## config.mk

```make
export PLATFORM = sky130hd
export DESIGN_NAME = twp_master
export DESIGN_NICKNAME = d
export VERILOG_FILES = /design/src/pkg/twp_pkg.sv /design/src/core/twp_fifo.sv /design/src/core/twp_master.sv
export SDC_FILE = /design/constraint.sdc
export NUM_CORES = 1
export LEC_CHECK = 0
export ABC_CLOCK_PERIOD_IN_PS = 2400
export BUFFER_PORTS_ARGS = -buffer_cell sky130_fd_sc_hd__buf_2
export CORE_MARGIN = 2
export CORE_UTILIZATION = 25
export DETAILED_ROUTE_END_ITERATION = 12
export PLACE_DENSITY = 0.38
export SLEW_MARGIN = 10
export SYNTH_ARGS = -nofsm -noshare
export SYNTH_HDL_FRONTEND = slang
export SYNTH_SLANG_ARGS = --single-unit
```

## constraint.sdc

```tcl
create_clock -name ref_clk -period 2.4 [get_ports ref_clk]
set_input_delay 0.12 -clock ref_clk [delete_from_list [all_inputs] [get_ports ref_clk]]
set_output_delay 0.12 -clock ref_clk [all_outputs]
set_load 0.01 [all_outputs]
```

## src/pkg/twp_pkg.sv

```systemverilog
// Shared types and constants for the two-wire bus master controller.
// Assumes a 25 MHz ref_clk and open-drain SCL/SDA with pull-ups outside.
package twp_pkg;

    // ************************************************************
    // Timing
    // ************************************************************
    localparam int CLK_NS      = 40;
    localparam int QTR_NS      = 2500;
    localparam int QTR_CYC     = (QTR_NS + CLK_NS - 1) / CLK_NS;
    localparam int BUS_FREE_NS = 50000;
    localparam int FREE_CYC    = (BUS_FREE_NS + CLK_NS - 1) / CLK_NS + 1;
    localparam int TMO_MS      = 25;
    localparam int TMO_CYC_DEF = TMO_MS * 1000000 / CLK_NS;

    // ************************************************************
    // Widths and field values
    // ************************************************************
    localparam int CNT_W  = 12;
    localparam int TMO_W  = 20;
    localparam int LEN_W  = 8;
    localparam int FIFO_W = 8;
    localparam int FIFO_D = 16;

    localparam logic [CNT_W-1:0] QTR_LAST  = CNT_W'(QTR_CYC - 1);
    localparam logic [CNT_W-1:0] FREE_LAST = CNT_W'(FREE_CYC - 1);
    localparam logic [3:0]       BIT_LAST  = 4'h8;
    localparam logic [7:0]       RX_FILL   = 8'hFF;
    localparam logic [LEN_W-1:0] LEN_ONE   = 8'h01;
    localparam logic [LEN_W-1:0] LEN_NONE  = 8'h00;

    localparam logic [1:0] PH_LOW_A  = 2'h0;
    localparam logic [1:0] PH_LOW_B  = 2'h1;
    localparam logic [1:0] PH_HIGH_A = 2'h2;
    localparam logic [1:0] PH_HIGH_B = 2'h3;

    // ************************************************************
    // Types
    // ************************************************************
    typedef enum logic [5:0] {
        ST_IDLE  = 6'h01,
        ST_FREE  = 6'h02,
        ST_START = 6'h04,
        ST_BIT   = 6'h08,
        ST_LOAD  = 6'h10,
        ST_STOP  = 6'h20
    } twp_st_t;

    typedef struct packed {
        logic [6:0]       addr;
        logic             rw;
        logic [LEN_W-1:0] len;
    } twp_cmd_t;

    typedef struct packed {
        logic done;
        logic nack;
        logic timeout;
    } twp_stat_t;

    typedef struct packed {
        twp_st_t          st;
        logic [1:0]       ph;
        logic [CNT_W-1:0] cnt;
        logic [TMO_W-1:0] tmo;
        logic [3:0]       bitn;
        logic [8:0]       sh;
        logic [8:0]       rx;
        logic [6:0]       addr;
        logic             rw;
        logic             addr_ph;
        logic [LEN_W-1:0] left;
        logic             scl_drv;
        logic             sda_drv;
        logic [7:0]       rd_data;
        logic             rd_valid;
        logic             done;
        logic             nack;
        logic             tmo_flag;
        logic             scl_s1;
        logic             scl_s2;
        logic             sda_s1;
        logic             sda_s2;
    } twp_state_t;

    localparam twp_state_t STATE_RESET = '{st: ST_IDLE, default: '0};

endpackage

```

## src/core/twp_fifo.sv

```systemverilog
// Write-data FIFO between the user port and the serial engine.
// Assumes both sides run on ref_clk.
`timescale 1ns/1ps
module twp_fifo import twp_pkg::*; #(
    parameter int WIDTH = FIFO_W,
    parameter int DEPTH = FIFO_D
) (
    input  wire logic             ref_clk,
    input  wire logic             rst_n,
    input  wire logic             in_valid,
    output logic                  in_ready,
    input  wire logic [WIDTH-1:0] in_data,
    output logic                  out_valid,
    input  wire logic             out_ready,
    output logic      [WIDTH-1:0] out_data
);
    localparam int AW = $clog2(DEPTH);

    // ************************************************************
    // Storage and pointers
    // ************************************************************
    logic [WIDTH-1:0] mem [DEPTH];
    logic [AW:0]      wp_reg;
    logic [AW:0]      rp_reg;
    logic             push;
    logic             pop;

    // Extra pointer bit tells full from empty
    assign in_ready  = (wp_reg[AW] == rp_reg[AW]) || (wp_reg[AW-1:0] != rp_reg[AW-1:0]);
    assign out_valid = (wp_reg != rp_reg);
    assign out_data  = mem[rp_reg[AW-1:0]];
    assign push      = in_valid && in_ready;
    assign pop       = out_valid && out_ready;

    always_ff @(posedge ref_clk or negedge rst_n) begin
        if (!rst_n) begin
            wp_reg <= '0;
            rp_reg <= '0;
        end else begin
            if (push) begin
                wp_reg <= wp_reg + 1'b1;
            end
            if (pop) begin
                rp_reg <= rp_reg + 1'b1;
            end
        end
    end

    // No reset on the array; contents are only read once written
    always_ff @(posedge ref_clk) begin
        if (push) begin
            mem[wp_reg[AW-1:0]] <= in_data;
        end
    end

endmodule // twp_fifo

```

## src/core/twp_master.sv

```systemverilog
// Two-wire bus master that drives a byte-oriented bus slave over SCL/SDA.
// Assumes pull-ups on both lines and a testbench resolving the open-drain wires.
//
// Function
// - Master starts transfers and makes every clock.
// - START, address byte, data bytes, then STOP.
// - Direction in address bit zero, one reads.
// - Receiver acknowledges with SDA low, SCL high.
// - SDA high at ack time means not acknowledged.
// - Write: master sends bytes, expects ack each.
// - Read: slave sends bytes, master acknowledges all but the last.
// - Master ends transfer with STOP, freeing bus (code skips STOP on timeout or lost arbitration).
// - Master waits while slave holds SCL low.
// - Lines only pulled low or released, never driven high.
// - SCL low over 25 ms: timeout, reset soon (code times only slave stretch, not SCL low in ST_FREE or ST_LOAD).
`timescale 1ns/1ps
module twp_master import twp_pkg::*; #(
    parameter int TMO_CYC    = TMO_CYC_DEF,
    parameter int FIFO_DEPTH = FIFO_D
) (
    input  wire logic              ref_clk,
    input  wire logic              rst_n,
    input  wire logic              cmd_valid,
    output logic                   cmd_ready,
    input  wire twp_cmd_t          cmd,
    input  wire logic              wr_valid,
    output logic                   wr_ready,
    input  wire logic [FIFO_W-1:0] wr_data,
    output logic                   rd_valid,
    output logic       [7:0]       rd_data,
    output twp_stat_t              status,
    input  wire logic              scl_i,
    output logic                   scl_o,
    output logic                   scl_oe_n,
    input  wire logic              sda_i,
    output logic                   sda_o,
    output logic                   sda_oe_n
);
    localparam logic [TMO_W-1:0] TMO_LAST = TMO_W'(TMO_CYC - 1);

    // ************************************************************
    // State
    // ************************************************************
    twp_state_t        r;
    twp_state_t        n;
    logic              qtr_end;
    logic              stretch;
    logic              byte_end;
    logic              tx_byte;
    logic [LEN_W-1:0]  left_nx;
    logic              fifo_valid;
    logic              fifo_pop;
    logic [FIFO_W-1:0] fifo_data;

    twp_fifo #(
        .WIDTH (FIFO_W),
        .DEPTH (FIFO_DEPTH)
    ) u_fifo (
        .ref_clk   (ref_clk),
        .rst_n     (rst_n),
        .in_valid  (wr_valid),
        .in_ready  (wr_ready),
        .in_data   (wr_data),
        .out_valid (fifo_valid),
        .out_ready (fifo_pop),
        .out_data  (fifo_data)
    );

    // ************************************************************
    // Outputs
    // ************************************************************
    assign cmd_ready = (r.st == ST_IDLE);
    assign rd_valid  = r.rd_valid;
    assign rd_data   = r.rd_data;
    assign status    = '{done: r.done, nack: r.nack, timeout: r.tmo_flag};
    assign scl_o     = 1'b0;
    assign sda_o     = 1'b0;
    assign scl_oe_n  = !r.scl_drv;
    assign sda_oe_n  = !r.sda_drv;

    // Slave stretching SCL shows as released-but-low in the high phase
    assign stretch = ((r.st == ST_BIT) || (r.st == ST_STOP)) && (r.ph == PH_HIGH_A)
                     && !r.scl_s2;
    assign qtr_end = (r.cnt == QTR_LAST) && !stretch;
    assign tx_byte = r.addr_ph || !r.rw;
    assign left_nx = r.addr_ph ? r.left : r.left - 1'b1;

    // ************************************************************
    // Next state
    // ************************************************************
    always_comb begin
        n          = r;
        byte_end   = 1'b0;
        fifo_pop   = 1'b0;
        n.scl_s1   = scl_i;
        n.scl_s2   = r.scl_s1;
        n.sda_s1   = sda_i;
        n.sda_s2   = r.sda_s1;
        n.rd_valid = 1'b0;
        n.done     = 1'b0;
        n.cnt      = (qtr_end || stretch) ? '0 : r.cnt + 1'b1;
        if (qtr_end) begin
            n.ph = r.ph + 1'b1;
        end
        case (r.st)
            ST_IDLE: begin
                n.cnt = '0;
                n.ph  = PH_LOW_A;
                if (cmd_valid) begin
                    n.addr     = cmd.addr;
                    n.rw       = cmd.rw;
                    n.left     = cmd.len;
                    n.addr_ph  = 1'b1;
                    n.nack     = 1'b0;
                    n.tmo_flag = 1'b0;
                    n.st       = ST_FREE;
                end
            end
            ST_FREE: begin
                // Hold off until both lines have idled high long enough
                n.ph  = PH_LOW_A;
                n.cnt = (r.scl_s2 && r.sda_s2) ? r.cnt + 1'b1 : '0;
                if (r.scl_s2 && r.sda_s2 && (r.cnt == FREE_LAST)) begin
                    n.cnt = '0;
                    n.st  = ST_START;
                end
            end
            ST_START: begin
                if (qtr_end && (r.ph == PH_LOW_B)) begin
                    n.sda_drv = 1'b1;
                end
                if (qtr_end && (r.ph == PH_HIGH_A)) begin
                    n.scl_drv = 1'b1;
                    n.st      = ST_BIT;
                    n.ph      = PH_LOW_A;
                    n.bitn    = '0;
                    n.sh      = {r.addr, r.rw, 1'b1};
                end
            end
            ST_BIT: begin
                if (qtr_end) begin
                    case (r.ph)
                        PH_LOW_A: n.sda_drv = !r.sh[8];
                        PH_LOW_B: n.scl_drv = 1'b0;
                        PH_HIGH_A: begin
                            n.rx = {r.rx[7:0], r.sda_s2};
                            // Released high but read low: another master won
                            if (tx_byte && (r.bitn != BIT_LAST) && !r.sda_drv
                                && !r.sda_s2) begin
                                n.sda_drv = 1'b0;
                                n.scl_drv = 1'b0;
                                n.nack    = 1'b1;
                                n.st      = ST_IDLE;
                            end
                        end
                        default: begin
                            n.scl_drv = 1'b1;
                            n.sh      = {r.sh[7:0], 1'b1};
                            n.bitn    = r.bitn + 1'b1;
                            byte_end  = (r.bitn == BIT_LAST);
                        end
                    endcase
                end
                if (byte_end) begin
                    n.bitn = '0;
                    if (tx_byte && r.rx[0]) begin
                        n.nack = 1'b1;
                        n.st   = ST_STOP;
                    end else begin
                        if (!r.addr_ph && r.rw) begin
                            n.rd_data  = r.rx[8:1];
                            n.rd_valid = 1'b1;
                        end
                        n.left    = left_nx;
                        n.addr_ph = 1'b0;
                        if (left_nx == LEN_NONE) begin
                            n.st = ST_STOP;
                        end else if (r.rw) begin
                            // Last byte read is refused so the slave lets go of SDA
                            n.sh = {RX_FILL, (left_nx == LEN_ONE)};
                        end else begin
                            n.st = ST_LOAD;
                        end
                    end
                end
            end
            ST_LOAD: begin
                // SCL stays low while the FIFO is empty; stalls the slave too
                n.cnt = '0;
                n.ph  = PH_LOW_A;
                if (fifo_valid) begin
                    fifo_pop = 1'b1;
                    n.sh     = {fifo_data, 1'b1};
                    n.st     = ST_BIT;
                end
            end
            ST_STOP: begin
                if (r.ph == PH_LOW_A) begin
                    n.sda_drv = 1'b1;
                end
                if (qtr_end) begin
                    case (r.ph)
                        PH_LOW_B: n.scl_drv = 1'b0;
                        PH_HIGH_A: n.sda_drv = 1'b0;
                        PH_HIGH_B: begin
                            n.st   = ST_IDLE;
                            n.done = 1'b1;
                        end
                        default: ;
                    endcase
                end
            end
            default: n = STATE_RESET;
        endcase
        // Stuck clock: give up after TMO_CYC cycles of stretch, 25 ms by default
        if (stretch) begin
            if (r.tmo == TMO_LAST) begin
                n.st       = ST_IDLE;
                n.scl_drv  = 1'b0;
                n.sda_drv  = 1'b0;
                n.tmo_flag = 1'b1;
                n.tmo      = '0;
            end else begin
                n.tmo = r.tmo + 1'b1;
            end
        end else begin
            n.tmo = '0;
        end
    end

    always_ff @(posedge ref_clk or negedge rst_n) begin
        if (!rst_n) begin
            r <= STATE_RESET;
        end else begin
            r <= n;
        end
    end
endmodule // twp_master

```

==> summary.txt <==
STA
  • Final hold vios: 0
  • Final setup viols: 0
  • Final-report max-slew violation count: 0
  • Setup Skew: 0.0156 ns
  • Period utilization: 94.4%
  • RSZ-0062 raised after global routing: yes
  • Fin worst setup slack: 0.135 ns
  • FMAX: 441 MHz
  • Relative slew slack: 41.9%
  • Actual slew at the worst max-slew pin: 0.870 ns
  • Tmin final: 2.27 ns

Setup path
  • Critical Path AT: 2.69 ns
  • FF-to-FF setup slack: 0.13 ns
  • Critical path type: reg2reg
  • R2R depth: 7
  • Setup crit start: r[91]
  • Reg2reg start: r[91]
  • R2r endpoint: r[36]
  • Max FO, Critical Path: 9
  • End of the critical path: r[36]
  • Kind of end point of the critical path: flop
  • CP dominant cell by count: buf_4
  • Crit path max-delay cell type: dfstp_2
  • Worst Path Required: 2.82 ns
  • Startpoint Class: flop
  • Max stage delay on crit path: 0.62 ns
  • Worst-path cell chain: buf_4, nor2b_4, o311ai_1, buf_4, and2_1, a31oi_2, o21ai_0

Global routing
  • Gr ovfl total: 0
  • Vias in the first global route: 7524
  • Met2 Track Usage GR: 21.3%
  • GR Layer Usage met3: 2.04%
  • Busiest grt layer: met2
  • Met1 GRT Util: 17.6%
  • Antenna violations before repair: 0
  • First-pass GRT wire length: 46000 um
  • Largest net degree at the start of global routing: 60
  • Total Routing Usage GR: 12.8%

Floorplanning
  • Starting Density: 25.4%
  • Die H: 214 um
  • DIE AREA: 0.0458 mm^2
  • DIE WIDTH: 214 um
  • Rows: 76
  • Boundary pin count: 48
  • Core ar.: 0.0434 mm^2

Synthesis
  • Post-synthesis cell type count: 88
  • Syn. warnings: 0
  • Synth Register Bits: 235
  • Yosys top cell area share: 34.8%
  • Yosys top cell by area: edfxtp_1
  • Synth area leaders: edfxtp_1 (35%), dfrtp_1 (24%), mux2i_1 (3.5%), mux4_2 (3.3%), nand2_1 (2.3%)
  • Syn Inst Count: 871
  • Seq/Total Area, Yosys: 59.1%
  • Syn Std Cell Area: 0.0110 mm^2
  • Post-synth EDFFs: 128
  • Top_reg_cell synth: edfxtp_1
  • Avg Cell Area, Syn: 12.7 um^2
  • Post-synth ARST share: 45.5%

Min path
  • Hold WC Path Type: in2reg
  • Hold path cells: 1

Detailed routing
  • Total Wirelength: 29200 um
  • Detail Route Antenna Nets: 0
  • DR pass1 iterations: 4
  • Via-to-Cell Ratio: 4.50
  • Drt drc: 0
  • Initial DRC Count: 446
  • Routed len/inst: 18.2 um
  • Via count: 7205

Clock tree
  • CTS Buffer Depth: 3
  • Num CTS Buffers: 28
  • Clk Latency, worst-skew pair: 0.57 ns
  • Clk slew on worst S/H paths: 0.06 ns
  • H-Tree Level Count: 1
  • CTS tree: yes
  • Root buffer cell: clkbuf_16
  • Clock sink count: 235

Power
  • Worst VDD drop: 0.639 mV
  • Pleak: 5.12 nW
  • Pwr per Cell Area: 883 mW/mm^2

Place
  • Hpwl dp: 19900 um
  • RePlAce Congestion: 0.769
  • Pre-CTS WS: 0.0482 ns
  • Dpl cells: 1524
  • IO Port Bufs: 45

Finish
  • Commonest non-fill, non-tap cells in the layout: edfxtp_1 (128), dfrtp_1 (104), buf_4 (73)
  • Share of layout cells above drive strength 1: 22.5%
  • Area delta synth->final: 23.6%
  • Max reg flops: 128
  • Fin cells: 1602
  • Commonest non-fill, non-tap cell in the layout: edfxtp_1
  • Ant diodes: 0
  • Filler cells: 4438
  • # nets final: 1043
  • Finished Core Util: 31.4%

Job
  • Maxcap violations: 0

Outcome
  • Status: completed
==> final cells by class <==
cell class | count | area [um^2] | area share (%)
Tap cell | 585 | 732 | 5.37
Sequential cell | 235 | 6530 | 47.8
Inverter | 26 | 97.6 | 0.716
Timing Repair Buffer | 149 | 1140 | 8.35
Clock inverter | 9 | 153 | 1.12
Multi-Input combinational cell | 558 | 4220 | 30.9
Clock buffer | 40 | 776 | 5.69
==> worst min path at each step <==
stage	from	end
after global routing	wr_data[7]	u_fifo.mem[13][7]
after detailed placement	rst_n	r[21]
after floorplan	rst_n	r[0]
after global placement	rst_n	r[22]
after CTS	wr_data[1]	u_fifo.mem[15][1]
final	wr_data[1]	u_fifo.mem[14][1]
==> per-stage QoR <==
step | instance area (um^2) | TNS, ns | total power [mW] | hold WS, ns
finish | 13600 | 0 | 12.0 | 0.0195
global route | 13600 | -0.0743 | 12.7 | 0.0241
CTS | 13500 | 0 | 12.1 | 0.00495
detailed placement | 12300 | 0 | 7.69 | 0.159
global placement | 12300 | 0 | 7.72 | 0.163
floorplan | 11000 | 0 | 6.60 | -0.176
==> metal layers <==
| metal | wire [um] | vias up | part of all wire [%] |
|---|---|---|---|
| li1 | - | 3498 | - |
| met1 | 13800 | 3564 | 47 |
| met2 | 13900 | 103 | 48 |
| met3 | 942 | 40 | 3.2 |
| met4 | 527 | 0 | 1.8 |
| met5 | 0 | - | 0 |
==> worst max-delay path, delay by kind of cell, from the launching register on <==
family,cells,cell delay [ns]
simple gates,2,0.43
flops,1,0.62
compound gates,3,0.74
buf+inv,2,0.34
==> cells in the mapped netlist (all sizes together), types with 17 or more instances <==
library cell  number
nand3             21
buf               45
dfrtp            106
nand2             68
o21ai             24
inv               26
edfxtp           128
nor3              19
a22oi             18
xor2              27
a22o              22
nor2              68
a21oi             22
mux2i             39
nand4             20
xnor2             17
==> cells by family (layout without fill, tap and decap cells) <==
logic type | count (synthesis) | after routing | synth area share [%]
xor+xnor | 44 | 44 | 3.49
mux | 57 | 57 | 7.01
fa+ha+maj | 15 | 15 | 1.70
flops | 235 | 235 | 59.1
simple gates | 293 | 293 | 14.6
other cells | 1 | 2 | 0.0340
compound gates | 146 | 147 | 10.2
buf+inv | 80 | 224 | 3.80
==> repair_timing <==
action | 4_1_cts | 5_1_grt
resized for setup | 0 | 19
setup buffers | 0 | 1
hold buffers | 27 | 0
endpoints found under the hold margin | 136 | 0
setup endpoints to repair | 0 | 42
==> power by group <==
part           internal [mW]  switching (mW)
clock network           2.57            1.71
registers               4.74           0.289
logic                   1.16            1.58
Note: power is estimated with default switching activity, not from simulation.
